### src/design/dts_defines.svh
`ifndef DTS_DEFINES_SVH
`define DTS_DEFINES_SVH

// ==============================================================
// Register indices (word addresses, byte address = 4 * index)
`define DTS_CH1_IDX 32'hFFFFF812
`define DTS_CH2_IDX 32'hFFFFF814
`define DTS_ISTAT_IDX 32'hFFFFF820
`define DTS_IMASK_IDX 32'hFFFFF821

// ==============================================================
// Trigger register fields
`define DTS_PEND_BIT 7
`define DTS_OVF_BIT 6
`define DTS_FIX1_BIT 5
`define DTS_SRC_MSB 2
`define DTS_SRC_LSB 0

// ==============================================================
// Interrupt status / mask layout
`define DTS_IS_TRIG_LSB 0
`define DTS_IS_OVF_LSB 2

// ==============================================================
// Reset values
`define DTS_TSEL_RST 8'h00
`define DTS_IREG_RST 4'h0

`endif

### src/design/dts_pkg.sv
package dts_pkg;

	// ==============================================================
	// Bus answer state
	typedef enum logic {
		BUS_IDLE,
		BUS_ACK
	} dts_bus_e;

	// ==============================================================
	// Register selected by an address
	typedef enum logic [2:0] {
		REG_NONE,
		REG_CH1,
		REG_CH2,
		REG_ISTAT,
		REG_IMASK
	} dts_reg_e;

	// ==============================================================
	// Peripheral interrupt request pulses
	typedef struct packed {
		logic serial_port_a;
		logic serial_port_b;
		logic serial_port_c;
		logic uart_a_rx;
		logic uart_b_rx;
		logic uart_a_tx;
		logic uart_b_tx;
		logic adc_end;
		logic general_timer_a_cc2;
		logic general_timer_a_cc3;
		logic general_timer_b_cc3;
		logic dedicated_timer_a_match;
	} dts_irq_s;

	// ==============================================================
	// Whole state of the top module
	typedef struct packed {
		dts_bus_e bus;
		logic waitreq;
		logic [31:0] rdata;
		logic [1:0][7:0] tsel;
		logic [3:0] istat;
		logic [3:0] imask;
		logic irq;
	} dts_state_s;

endpackage

### src/design/dts_trig_mux.sv
`timescale 1ns/1ps

module dts_trig_mux
	import dts_pkg::*;
(
	input wire logic [7:0] src_i,    // Candidate requests, index = source code
	input wire logic [2:0] sel_i,    // Source field of the channel
	input wire logic standby_i,      // Chip in idle, watch or stop mode
	output logic trig_o              // Start trigger for the channel
);

	// ==============================================================
	// Selection
	always_comb begin
		trig_o = src_i[sel_i] & ~standby_i;
	end

endmodule // dts_trig_mux

### src/design/dts_top.sv
// The Avalon-MM interface to the registers is this design's own decision.
`timescale 1ns/1ps
`include "dts_defines.svh"

module dts_top
	import dts_pkg::*;
(
	input wire logic clk_i,                   // 100 MHz clock
	input wire logic reset_i,                 // Synchronous reset, active high
	input wire logic [31:0] avs_address_i,    // Word address
	input wire logic avs_read_i,              // Read request
	input wire logic avs_write_i,             // Write request
	input wire logic [31:0] avs_writedata_i,  // Write data
	input wire logic [3:0] avs_byteenable_i,  // Byte lanes
	output logic [31:0] avs_readdata_o,       // Read data
	output logic avs_waitrequest_o,           // Stall until answer
	input wire dts_irq_s irq_src_i,           // Peripheral request pulses
	input wire logic standby_i,               // Chip in standby mode
	input wire logic [1:0] service_i,         // Sequencer took pending transfer
	output logic [1:0] dma_req_o,             // Pending transfer per channel
	output logic irq_o                        // Level interrupt
);

	// ==============================================================
	// Address decode, shared by read mux and write path
	function automatic dts_reg_e reg_decode(input logic [31:0] addr);
		dts_reg_e r;
		r = REG_NONE;
		case (addr)
			`DTS_CH1_IDX: r = REG_CH1;
			`DTS_CH2_IDX: r = REG_CH2;
			`DTS_ISTAT_IDX: r = REG_ISTAT;
			`DTS_IMASK_IDX: r = REG_IMASK;
			default: r = REG_NONE;
		endcase
		return r;
	endfunction

	dts_state_s s_r;
	dts_state_s s_nxt;
	dts_reg_e hit;
	logic [1:0][7:0] src_vec;
	logic [1:0] trig;
	logic wr_ok;

	assign hit = reg_decode(avs_address_i);
	// Writes land only on the answering edge, so the master sees them once
	assign wr_ok = (s_r.bus == BUS_ACK) && avs_write_i && avs_byteenable_i[0];

	// ==============================================================
	// Source tables, bit position = source code
	always_comb begin
		src_vec[0] = {irq_src_i.dedicated_timer_a_match, irq_src_i.general_timer_a_cc2,
			irq_src_i.adc_end, irq_src_i.uart_b_rx, irq_src_i.uart_a_rx,
			irq_src_i.serial_port_c, irq_src_i.serial_port_b, irq_src_i.serial_port_a};
		src_vec[1] = {irq_src_i.general_timer_b_cc3, irq_src_i.general_timer_a_cc3,
			irq_src_i.adc_end, irq_src_i.uart_b_tx, irq_src_i.uart_a_tx,
			irq_src_i.serial_port_c, irq_src_i.serial_port_b, irq_src_i.serial_port_a};
	end

	genvar gc;
	generate
		for (gc = 0; gc < 2; gc++) begin : g_ch
			dts_trig_mux u_mux (
				.src_i(src_vec[gc]),
				.sel_i(s_r.tsel[gc][`DTS_SRC_MSB:`DTS_SRC_LSB]),
				.standby_i(standby_i),
				.trig_o(trig[gc])
			);
		end
	endgenerate

	// ==============================================================
	// Next state
	always_comb begin
		s_nxt = s_r;
		case (s_r.bus)
			BUS_IDLE: begin
				if (avs_read_i || avs_write_i) begin
					s_nxt.bus = BUS_ACK;
					s_nxt.waitreq = 1'b0;
					s_nxt.rdata = 32'h0000_0000;
					case (hit)
						REG_CH1: s_nxt.rdata[7:0] = s_r.tsel[0];
						REG_CH2: s_nxt.rdata[7:0] = s_r.tsel[1];
						REG_ISTAT: s_nxt.rdata[3:0] = s_r.istat;
						REG_IMASK: s_nxt.rdata[3:0] = s_r.imask;
						default: s_nxt.rdata = 32'h0000_0000;
					endcase
				end
			end
			BUS_ACK: begin
				s_nxt.bus = BUS_IDLE;
				s_nxt.waitreq = 1'b1;
			end
			default: begin
				s_nxt.bus = BUS_IDLE;
				s_nxt.waitreq = 1'b1;
			end
		endcase

		if (wr_ok && hit == REG_ISTAT) begin
			s_nxt.istat = s_r.istat & ~avs_writedata_i[3:0];
		end
		if (wr_ok && hit == REG_IMASK) begin
			s_nxt.imask = avs_writedata_i[3:0];
		end

		for (int c = 0; c < 2; c++) begin
			// Byte write only; single-bit access arrives as a byte write
			if (wr_ok && hit == (c == 0 ? REG_CH1 : REG_CH2)) begin
				s_nxt.tsel[c][`DTS_FIX1_BIT] = avs_writedata_i[`DTS_FIX1_BIT];
				s_nxt.tsel[c][`DTS_SRC_MSB:`DTS_SRC_LSB] = avs_writedata_i[`DTS_SRC_MSB:`DTS_SRC_LSB];
				if (!avs_writedata_i[`DTS_PEND_BIT]) begin
					s_nxt.tsel[c][`DTS_PEND_BIT] = 1'b0;
				end
				if (!avs_writedata_i[`DTS_OVF_BIT]) begin
					s_nxt.tsel[c][`DTS_OVF_BIT] = 1'b0;
				end
			end
			if (service_i[c]) begin
				s_nxt.tsel[c][`DTS_PEND_BIT] = 1'b0;
			end
			// Hardware set last so it beats any clear in the same cycle
			if (trig[c]) begin
				if (s_r.tsel[c][`DTS_PEND_BIT] && !service_i[c]) begin
					s_nxt.tsel[c][`DTS_OVF_BIT] = 1'b1;
					s_nxt.istat[`DTS_IS_OVF_LSB + c] = 1'b1;
				end
				s_nxt.tsel[c][`DTS_PEND_BIT] = 1'b1;
				s_nxt.istat[`DTS_IS_TRIG_LSB + c] = 1'b1;
			end
		end

		s_nxt.irq = |(s_nxt.istat & s_nxt.imask);
	end

	// ==============================================================
	// State register
	always_ff @(posedge clk_i) begin
		if (reset_i) begin
			s_r.bus <= BUS_IDLE;
			s_r.waitreq <= 1'b1;
			s_r.rdata <= 32'h0000_0000;
			s_r.tsel[0] <= `DTS_TSEL_RST;
			s_r.tsel[1] <= `DTS_TSEL_RST;
			s_r.istat <= `DTS_IREG_RST;
			s_r.imask <= `DTS_IREG_RST;
			s_r.irq <= 1'b0;
		end else begin
			s_r <= s_nxt;
		end
	end

	assign avs_readdata_o = s_r.rdata;
	assign avs_waitrequest_o = s_r.waitreq;
	assign irq_o = s_r.irq;
	always_comb begin
		for (int c = 0; c < 2; c++) begin
			dma_req_o[c] = s_r.tsel[c][`DTS_PEND_BIT];
		end
	end

	generate
		for (gc = 0; gc < 2; gc++) begin : g_chk

		end
	endgenerate

	// ==============================================================
	// Per-channel register checks
	generate
		for (gc = 0; gc < 2; gc++) begin : g_chk2

		end
	endgenerate
endmodule // dts_top

### config.mk
export PLATFORM = sky130hd
export DESIGN_NAME = dts_top
export DESIGN_NICKNAME = d
export VERILOG_FILES = /design/src/design/dts_pkg.sv /design/src/design/dts_trig_mux.sv /design/src/design/dts_top.sv
export VERILOG_INCLUDE_DIRS = /design/src /design/src/design
export SDC_FILE = /design/constraint.sdc
export NUM_CORES = 1
export LEC_CHECK = 0
export ABC_AREA = 1
export ABC_CLOCK_PERIOD_IN_PS = 2200
export BUFFER_PORTS_ARGS = -buffer_cell sky130_fd_sc_hd__buf_2
export CORE_ASPECT_RATIO = 0.7
export CORE_UTILIZATION = 30
export DETAILED_ROUTE_END_ITERATION = 10
export GPL_ROUTABILITY_DRIVEN = 1
export SLEW_MARGIN = 20
export SYNTH_ARGS = -nofsm -noshare
export SYNTH_HDL_FRONTEND = slang
export SYNTH_SLANG_ARGS = --single-unit
### constraint.sdc
create_clock -name clk_i -period 2.2 [get_ports clk_i]
set_input_delay 0.66 -clock clk_i [delete_from_list [all_inputs] [get_ports clk_i]]
set_output_delay 0.66 -clock clk_i [all_outputs]
set_load 0.02 [all_outputs]
# Yosys cells after proc, flatten, opt, wreduce, memory -nomap -nowiden
# Cells that the tools add are included.
[word_totals]
out_inout_bits = 36
inputBits = 87
elab_cells = 77
register_bits = 31
[classes]
muxes = 28
n_lt_le_gt_ge = 2
n_eq_ne = 11
bitwise_logic = 7
n_reduce_logical = 17
[op_table]
columns = ["operator", "count"]
rows = [
  ["$eq 32x32->1 const B", 4],
  ["$mux 34", 1],
  ["$pmux 4 s4", 1],
  ["$mux 1", 15],
  ["$pmux 3 s4", 1],
  ["$and 4x4->4", 2],
  ["$logic_and 1x1->1", 8],
  ["$lt 3x4->1 const B", 2],
  ["$mux 4", 2],
  ["$pmux 4 s2", 1],
  ["$bmux 1 s3", 2],
  ["$eq 3x2->1 const B", 2],
  ["$mux 3", 2],
  ["$ne 3x1->1 const B", 2],
  ["$reduce_and 2->1", 3],
  ["$reduce_bool 3->1", 2],
  ["$mux 2", 2],
  ["$not 4->4", 1],
  ["$pmux 2 s2", 1],
  ["$reduce_or 4->1", 1],
  ["$eq 3x1->1 const B", 1],
  ["$eq 3x3->1 const B", 1],
  ["$and 1x1->1", 2],
  ["$logic_not 1->1", 2],
  ["3 further kinds", 4],
]

# Depth between registers and ports, before layout
[depth]
depth_word = 9
depth_mapped = 12

# Hierarchy
# A second synthesis with hierarchy kept.
[hier_totals]
cells_unflattened = 348
area_unflattened_um2 = 2143.3
[modules_own_cells]
columns = ["module", "cells_each", "instances", "area_per_inst_um2", "seq_area_each_um2"]
rows = [
  ["dts_top", 292, 1, 1920.6, 600.6],
  ["dts_trig_mux", 28, 2, 111.4, 0.0],
]

# Worst setup path before layout
# OpenSTA, ideal clock, no wires.
[synth_path]
kind = "in2reg"
from = "input avs_address_i[6]"
to = "register s_r[15] in the netlist's numbering"
path_buffers = 0
stages = 10
setup_slack_ns = 0.440
arrival_time_ns = 1.647
cell_sequence = "inv_1 > nand2_1 > nor3_1 > nand2_1 > nor2_2 > nand2_1 > nor2_4 > a21oi_1 > o21ai_1 > inv_1"
[synth_via]
elab_chain_cells = 7
[synth_rtl]
columns = ["element", "line", "rtl"]
rows = [
  ["start, declared", "dts_top.sv:10", "input wire logic [31:0] avs_address_i,"],
  ["$eq 32x32->1", "dts_top.sv:29", "case (addr)"],
  ["$pmux 3 s4 (*)", "dts_top.sv:29", ""],
  ["$eq 3x1->1 (*)", "dts_top.sv:111", "if (wr_ok && hit == (c == 0 ? REG_CH1 : REG_CH2)) begin"],
  ["$logic_and 1x1->1 (*)", "dts_top.sv:111", ""],
  ["$mux 3 (*)", "dts_top.sv:111", ""],
  ["$mux 1", "dts_top.sv:126", "if (s_r.tsel[c][`DTS_PEND_BIT] && !service_i[c]) begin"],
  ["$mux 2 (*)", "dts_top.sv:125", "if (trig[c]) begin"],
  ["end signal, assigned", "dts_top.sv:151", "s_r <= s_nxt;"],
  ["end, declared", "dts_top.sv:39", "dts_state_s s_r;"],
]
# Every way passes the cells marked *; elsewhere a longest branch is shown, timed or not. The select of a mux whose other input is x is not followed.
# A chain may end at the register's enable or synchronous reset.

# Worst setup path after layout
[layout_path]
from = "input avs_address_i[21]"
to = "register s_r, in the netlist avs_readdata_o[2]"
[layout_via]
elab_chain_cells = 4
[layout_rtl]
columns = ["element", "line", "rtl"]
rows = [
  ["$eq 32x32->1", "dts_top.sv:29", ""],
  ["$pmux 3 s4 (*)", "dts_top.sv:29", ""],
  ["$eq 3x3->1 (tied with other cells)", "dts_top.sv:83", "case (hit)"],
  ["$pmux 4 s4 (*)", "dts_top.sv:83", ""],
]
# Every way passes the cells marked *; elsewhere a longest branch is shown, timed or not.

==> results.tsv <==
stage	metric	value	unit
run_status	result of the run	finished, final reports clean	
worst_setup_path	arrival time at the worst endpoint	2050	ps
finish	number of diodes	0	
worst_setup_path	kind of cell adding the most delay to the critical path	simple AND/OR/NAND/NOR gates	
yosys	synthesis-stage register bit count	30	
sta	Worst Hold Slack	462.9	ps
sta	final critical delay including setup and external delays	1832	ps
clock_tree	CTS H-Tree Depth	2	
route	DR WL met3	432	um
pwr	maximum vdd drop	0.0002165	V
worst_setup_path	top fanout value on the critical path	12	
sta	number of setup violations in the final report	0	
yosys	largest family of logic cells by synthesized area	simple AND/OR/NAND/NOR gates	
worst_setup_path	buffering stage count on the worst path with inverters included	2	
sta	Max Transition Viols Final	0	
yosys	Gate Count Post-Synth	349	
worst_setup_path	category of the critical setup timing path	in -> reg	
die	area of the core	6819	um2
grt	overflow left after global routing	0	
finish	final net count	504	
finish	number of fillers in the final layout	796	
place	RD Place Congestion	0.8544	
pwr	total power per unit cell area	498.5	nW/um2
clock_tree	number of resized instances in the post-cts repair step	0	
sta	total negative slack	0	ps
yosys	area share of xor/xnor cells in the synthesized design	0	%
die	DIE HEIGHT	72.55	um
route	number of design-rule violations left by the first detailed-router iteration	137	
place	Post-Place Cell Area	2457	um2
run	Max Cap Viol	0	
grt	maximum number of pins on one net before global-route repair	24	
hold_path	class of the tightest hold or removal check	reg -> reg	
yosys	distinct cell type count of the synthesized netlist	22	
sta	final setup margin	368.5	ps
yosys	post-synth design cell area	2133	um2
yosys	Post-synth top flop	dfxtp_1	
yosys	Post-Syn Area per Cell	6.113	um2
worst_setup_path	cell type with the highest occurrence count on the critical path	nand2_1	
yosys	proportion of register bits with asynchronous set or reset after synthesis	0	%
sta	final clock period utilization by the worst path	83.25	%
worst_setup_path	worst stage delay on the critical path	300	ps
finish	total non-filler cell area in the finished layout	2567	um2
place	worst slack, placed	103.7	ps
route	detailed-routing wirelength on met1	2.636	mm
route	number of nets with antenna violations after routing	0	
finish	share of layout cells above drive strength 1	23.68	%
worst_setup_path	worst reg-to-reg setup slack	580	ps
finish	area overhead of the layout relative to synthesis	20.35	%
worst_setup_path	critical-path cell with the highest stage delay	nor2_4	
yosys	fraction of the mapped netlist area in compound gates	10.21	%
route	wire length on met2	2.305	mm
grt	overall track demand over capacity in global routing	15.93	%
clock_tree	clock buffer depth	2	
sta	RSZ-0062 raised after global routing	no	
place	placed wire-length estimate after detailed placement	4.364	mm
worst_setup_path	Startpoint Class	input pin	
clock_tree	TritonCTS clock tree	built	
die	horizontal die dimension	102.8	um
sta	Hold Fails Final Rpt	0	
die	Die Footprint	7457	um2
yosys	area share of fa/ha/maj cells after synthesis	0	%
sta	highest clock rate	546.0	MHz
clock_tree	cts bufs inserted	5	
yosys	EDFF count, synth	0	
die	initial core utilization	31.28	%
worst_setup_path	sort of element at the end of the critical path	register	
sta	worst-case clock skew	9.061	ps
clock_tree	postcts setup bufs	0	
yosys	Synth Area in Simple Gates	38.06	%
route	via count of the routed design	2229	
route	drt via density	4.354	
clock_tree	root buffer cell	clkbuf_8	
route	highest metal used	met4	
place	I/O Buffers	69	
yosys	sequential area share after synthesis	28.15	%
route	Routed WL per cell	10.58	um
grt	initial antenna violation count	0	
die	Core Rows	25	
die	I/O pin count	123	
clock_tree	CTS Hold Bufs	0	
route	routed wire length	5.417	mm
clock_tree	# clock sinks	30	
grt	number of global-route vias before repair	2093	
pwr	leakage component of the power	1.296	nW
worst_setup_path	Data required, critical path	2420	ps
clock_tree	CTS clk-pin slew, worst paths	60	ps
yosys	share of synthesized area spent on multiplexers	0	%
grt	wire length of the first global-routing pass	9.301	mm
route	1st-pass router iterations	4	
clock_tree	clk_lat worst skew	290	ps
worst_setup_path	cells along the critical path	buf_2, nand2_1, nor2_1, nand2_1, nor2_4, buf_4, nand2_2, o21ai_0, o21ai_1, a21oi_1	
route	Post-route DRC	0	
yosys	yosys synthesis warning count	0	
==> tightest hold or removal path, stage by stage (launching register included) <==
cell and delay (ps):
dfxtp_1 310, nand2_1 60, a21oi_1 50
==> synth_stat cells (3+ instances only) <==
master   number  area [um2]
nand2_1      99       371.6
inv_1        53       198.9
buf_4        35       262.8
dfxtp_1      30       600.6
nand3_1      28       140.1
nor2_1       26       97.59
a21oi_1      24       120.1
nand4_1      13       81.33
o21ai_1       8       40.04
o21ai_0       6       30.03
nor2_4        4       45.04
buf_2         3       15.01
nand2_2       3       18.77
nand3_2       3       30.03
nor3_1        3       15.01
==> cell families (layout without fill, tap and decap cells) <==
logic type | after synthesis | after routing
compound gates | 42 | 42
buf+inv | 95 | 140
flops | 30 | 30
other cells | 1 | 25
simple gates | 181 | 181
==> routing by layer <==
layer | track usage, % | vias up
li1 | - | 1177
met1 | 21.96 | 975
met2 | 25.26 | 70
met3 | 3.565 | 7
met4 | 3.756 | 0
met5 | 0 | -
==> through the flow <==
stage,power (mW),utilization [%],cells
2_1_floorplan,0.7100,-,373
3_3_place_gp,0.7545,36.04,504
3_5_place_dp,0.7570,36.04,504
4_1_cts,1.289,37.65,512
5_1_grt,1.343,37.65,512
6_report,1.280,37.65,512
==> area by class of cell <==
| class | count | area [um2] | share of cell area [%] |
|---|---|---|---|
| multi-input cells | 248 | 1124 | 43.76 |
| flip-flops and latches | 30 | 600.6 | 23.39 |
| repair buffers | 78 | 412.9 | 16.08 |
| inverters | 54 | 202.7 | 7.895 |
| well taps | 94 | 117.6 | 4.581 |
| clock buffers | 8 | 110.1 | 4.289 |
==> path summary, 6_finish.rpt <==
kind	start	endpoint	cells after the start
setup / recovery	avs_address_i[21]	avs_readdata_o[2]	10
hold reg to reg	avs_readdata_o[6]	avs_readdata_o[6]	2
setup reg to reg	s_r[58]	irq_o	9
hold / removal	avs_readdata_o[6]	avs_readdata_o[6]	2
==> layout by cell type, fill, tap and decap left out, types with 4 or more instances in the layout <==
| cell type | synthesis | final |
|---|---|---|
| a21oi_1 | 24 | 24 |
| buf_2 | 3 | 69 |
| buf_4 | 35 | 9 |
| clkbuf_8 | 0 | 8 |
| conb_1 | 1 | 25 |
| dfxtp_1 | 30 | 30 |
| inv_1 | 53 | 53 |
| nand2_1 | 99 | 99 |
| nand3_1 | 28 | 28 |
| nand4_1 | 13 | 13 |
| nor2_1 | 26 | 26 |
| nor2_4 | 4 | 4 |
| o21ai_0 | 6 | 6 |
| o21ai_1 | 8 | 8 |
==> report_power, final <==
part           total, mW  leakage (nW)  switching, mW  internal, mW
combinational      0.189         0.996          0.123        0.0658
clock              0.535        0.0575          0.219         0.316
sequential         0.556         0.243        0.00465         0.552
total               1.28          1.30          0.346         0.933
==> flip-flops by register name, summed over array words and instances (netlist names) <==
register           cells
avs_waitrequest_o      1
irq_o                  1
avs_readdata_o         7
s_r                   19
dma_req_o              2
(Power assumes the default switching activity.)
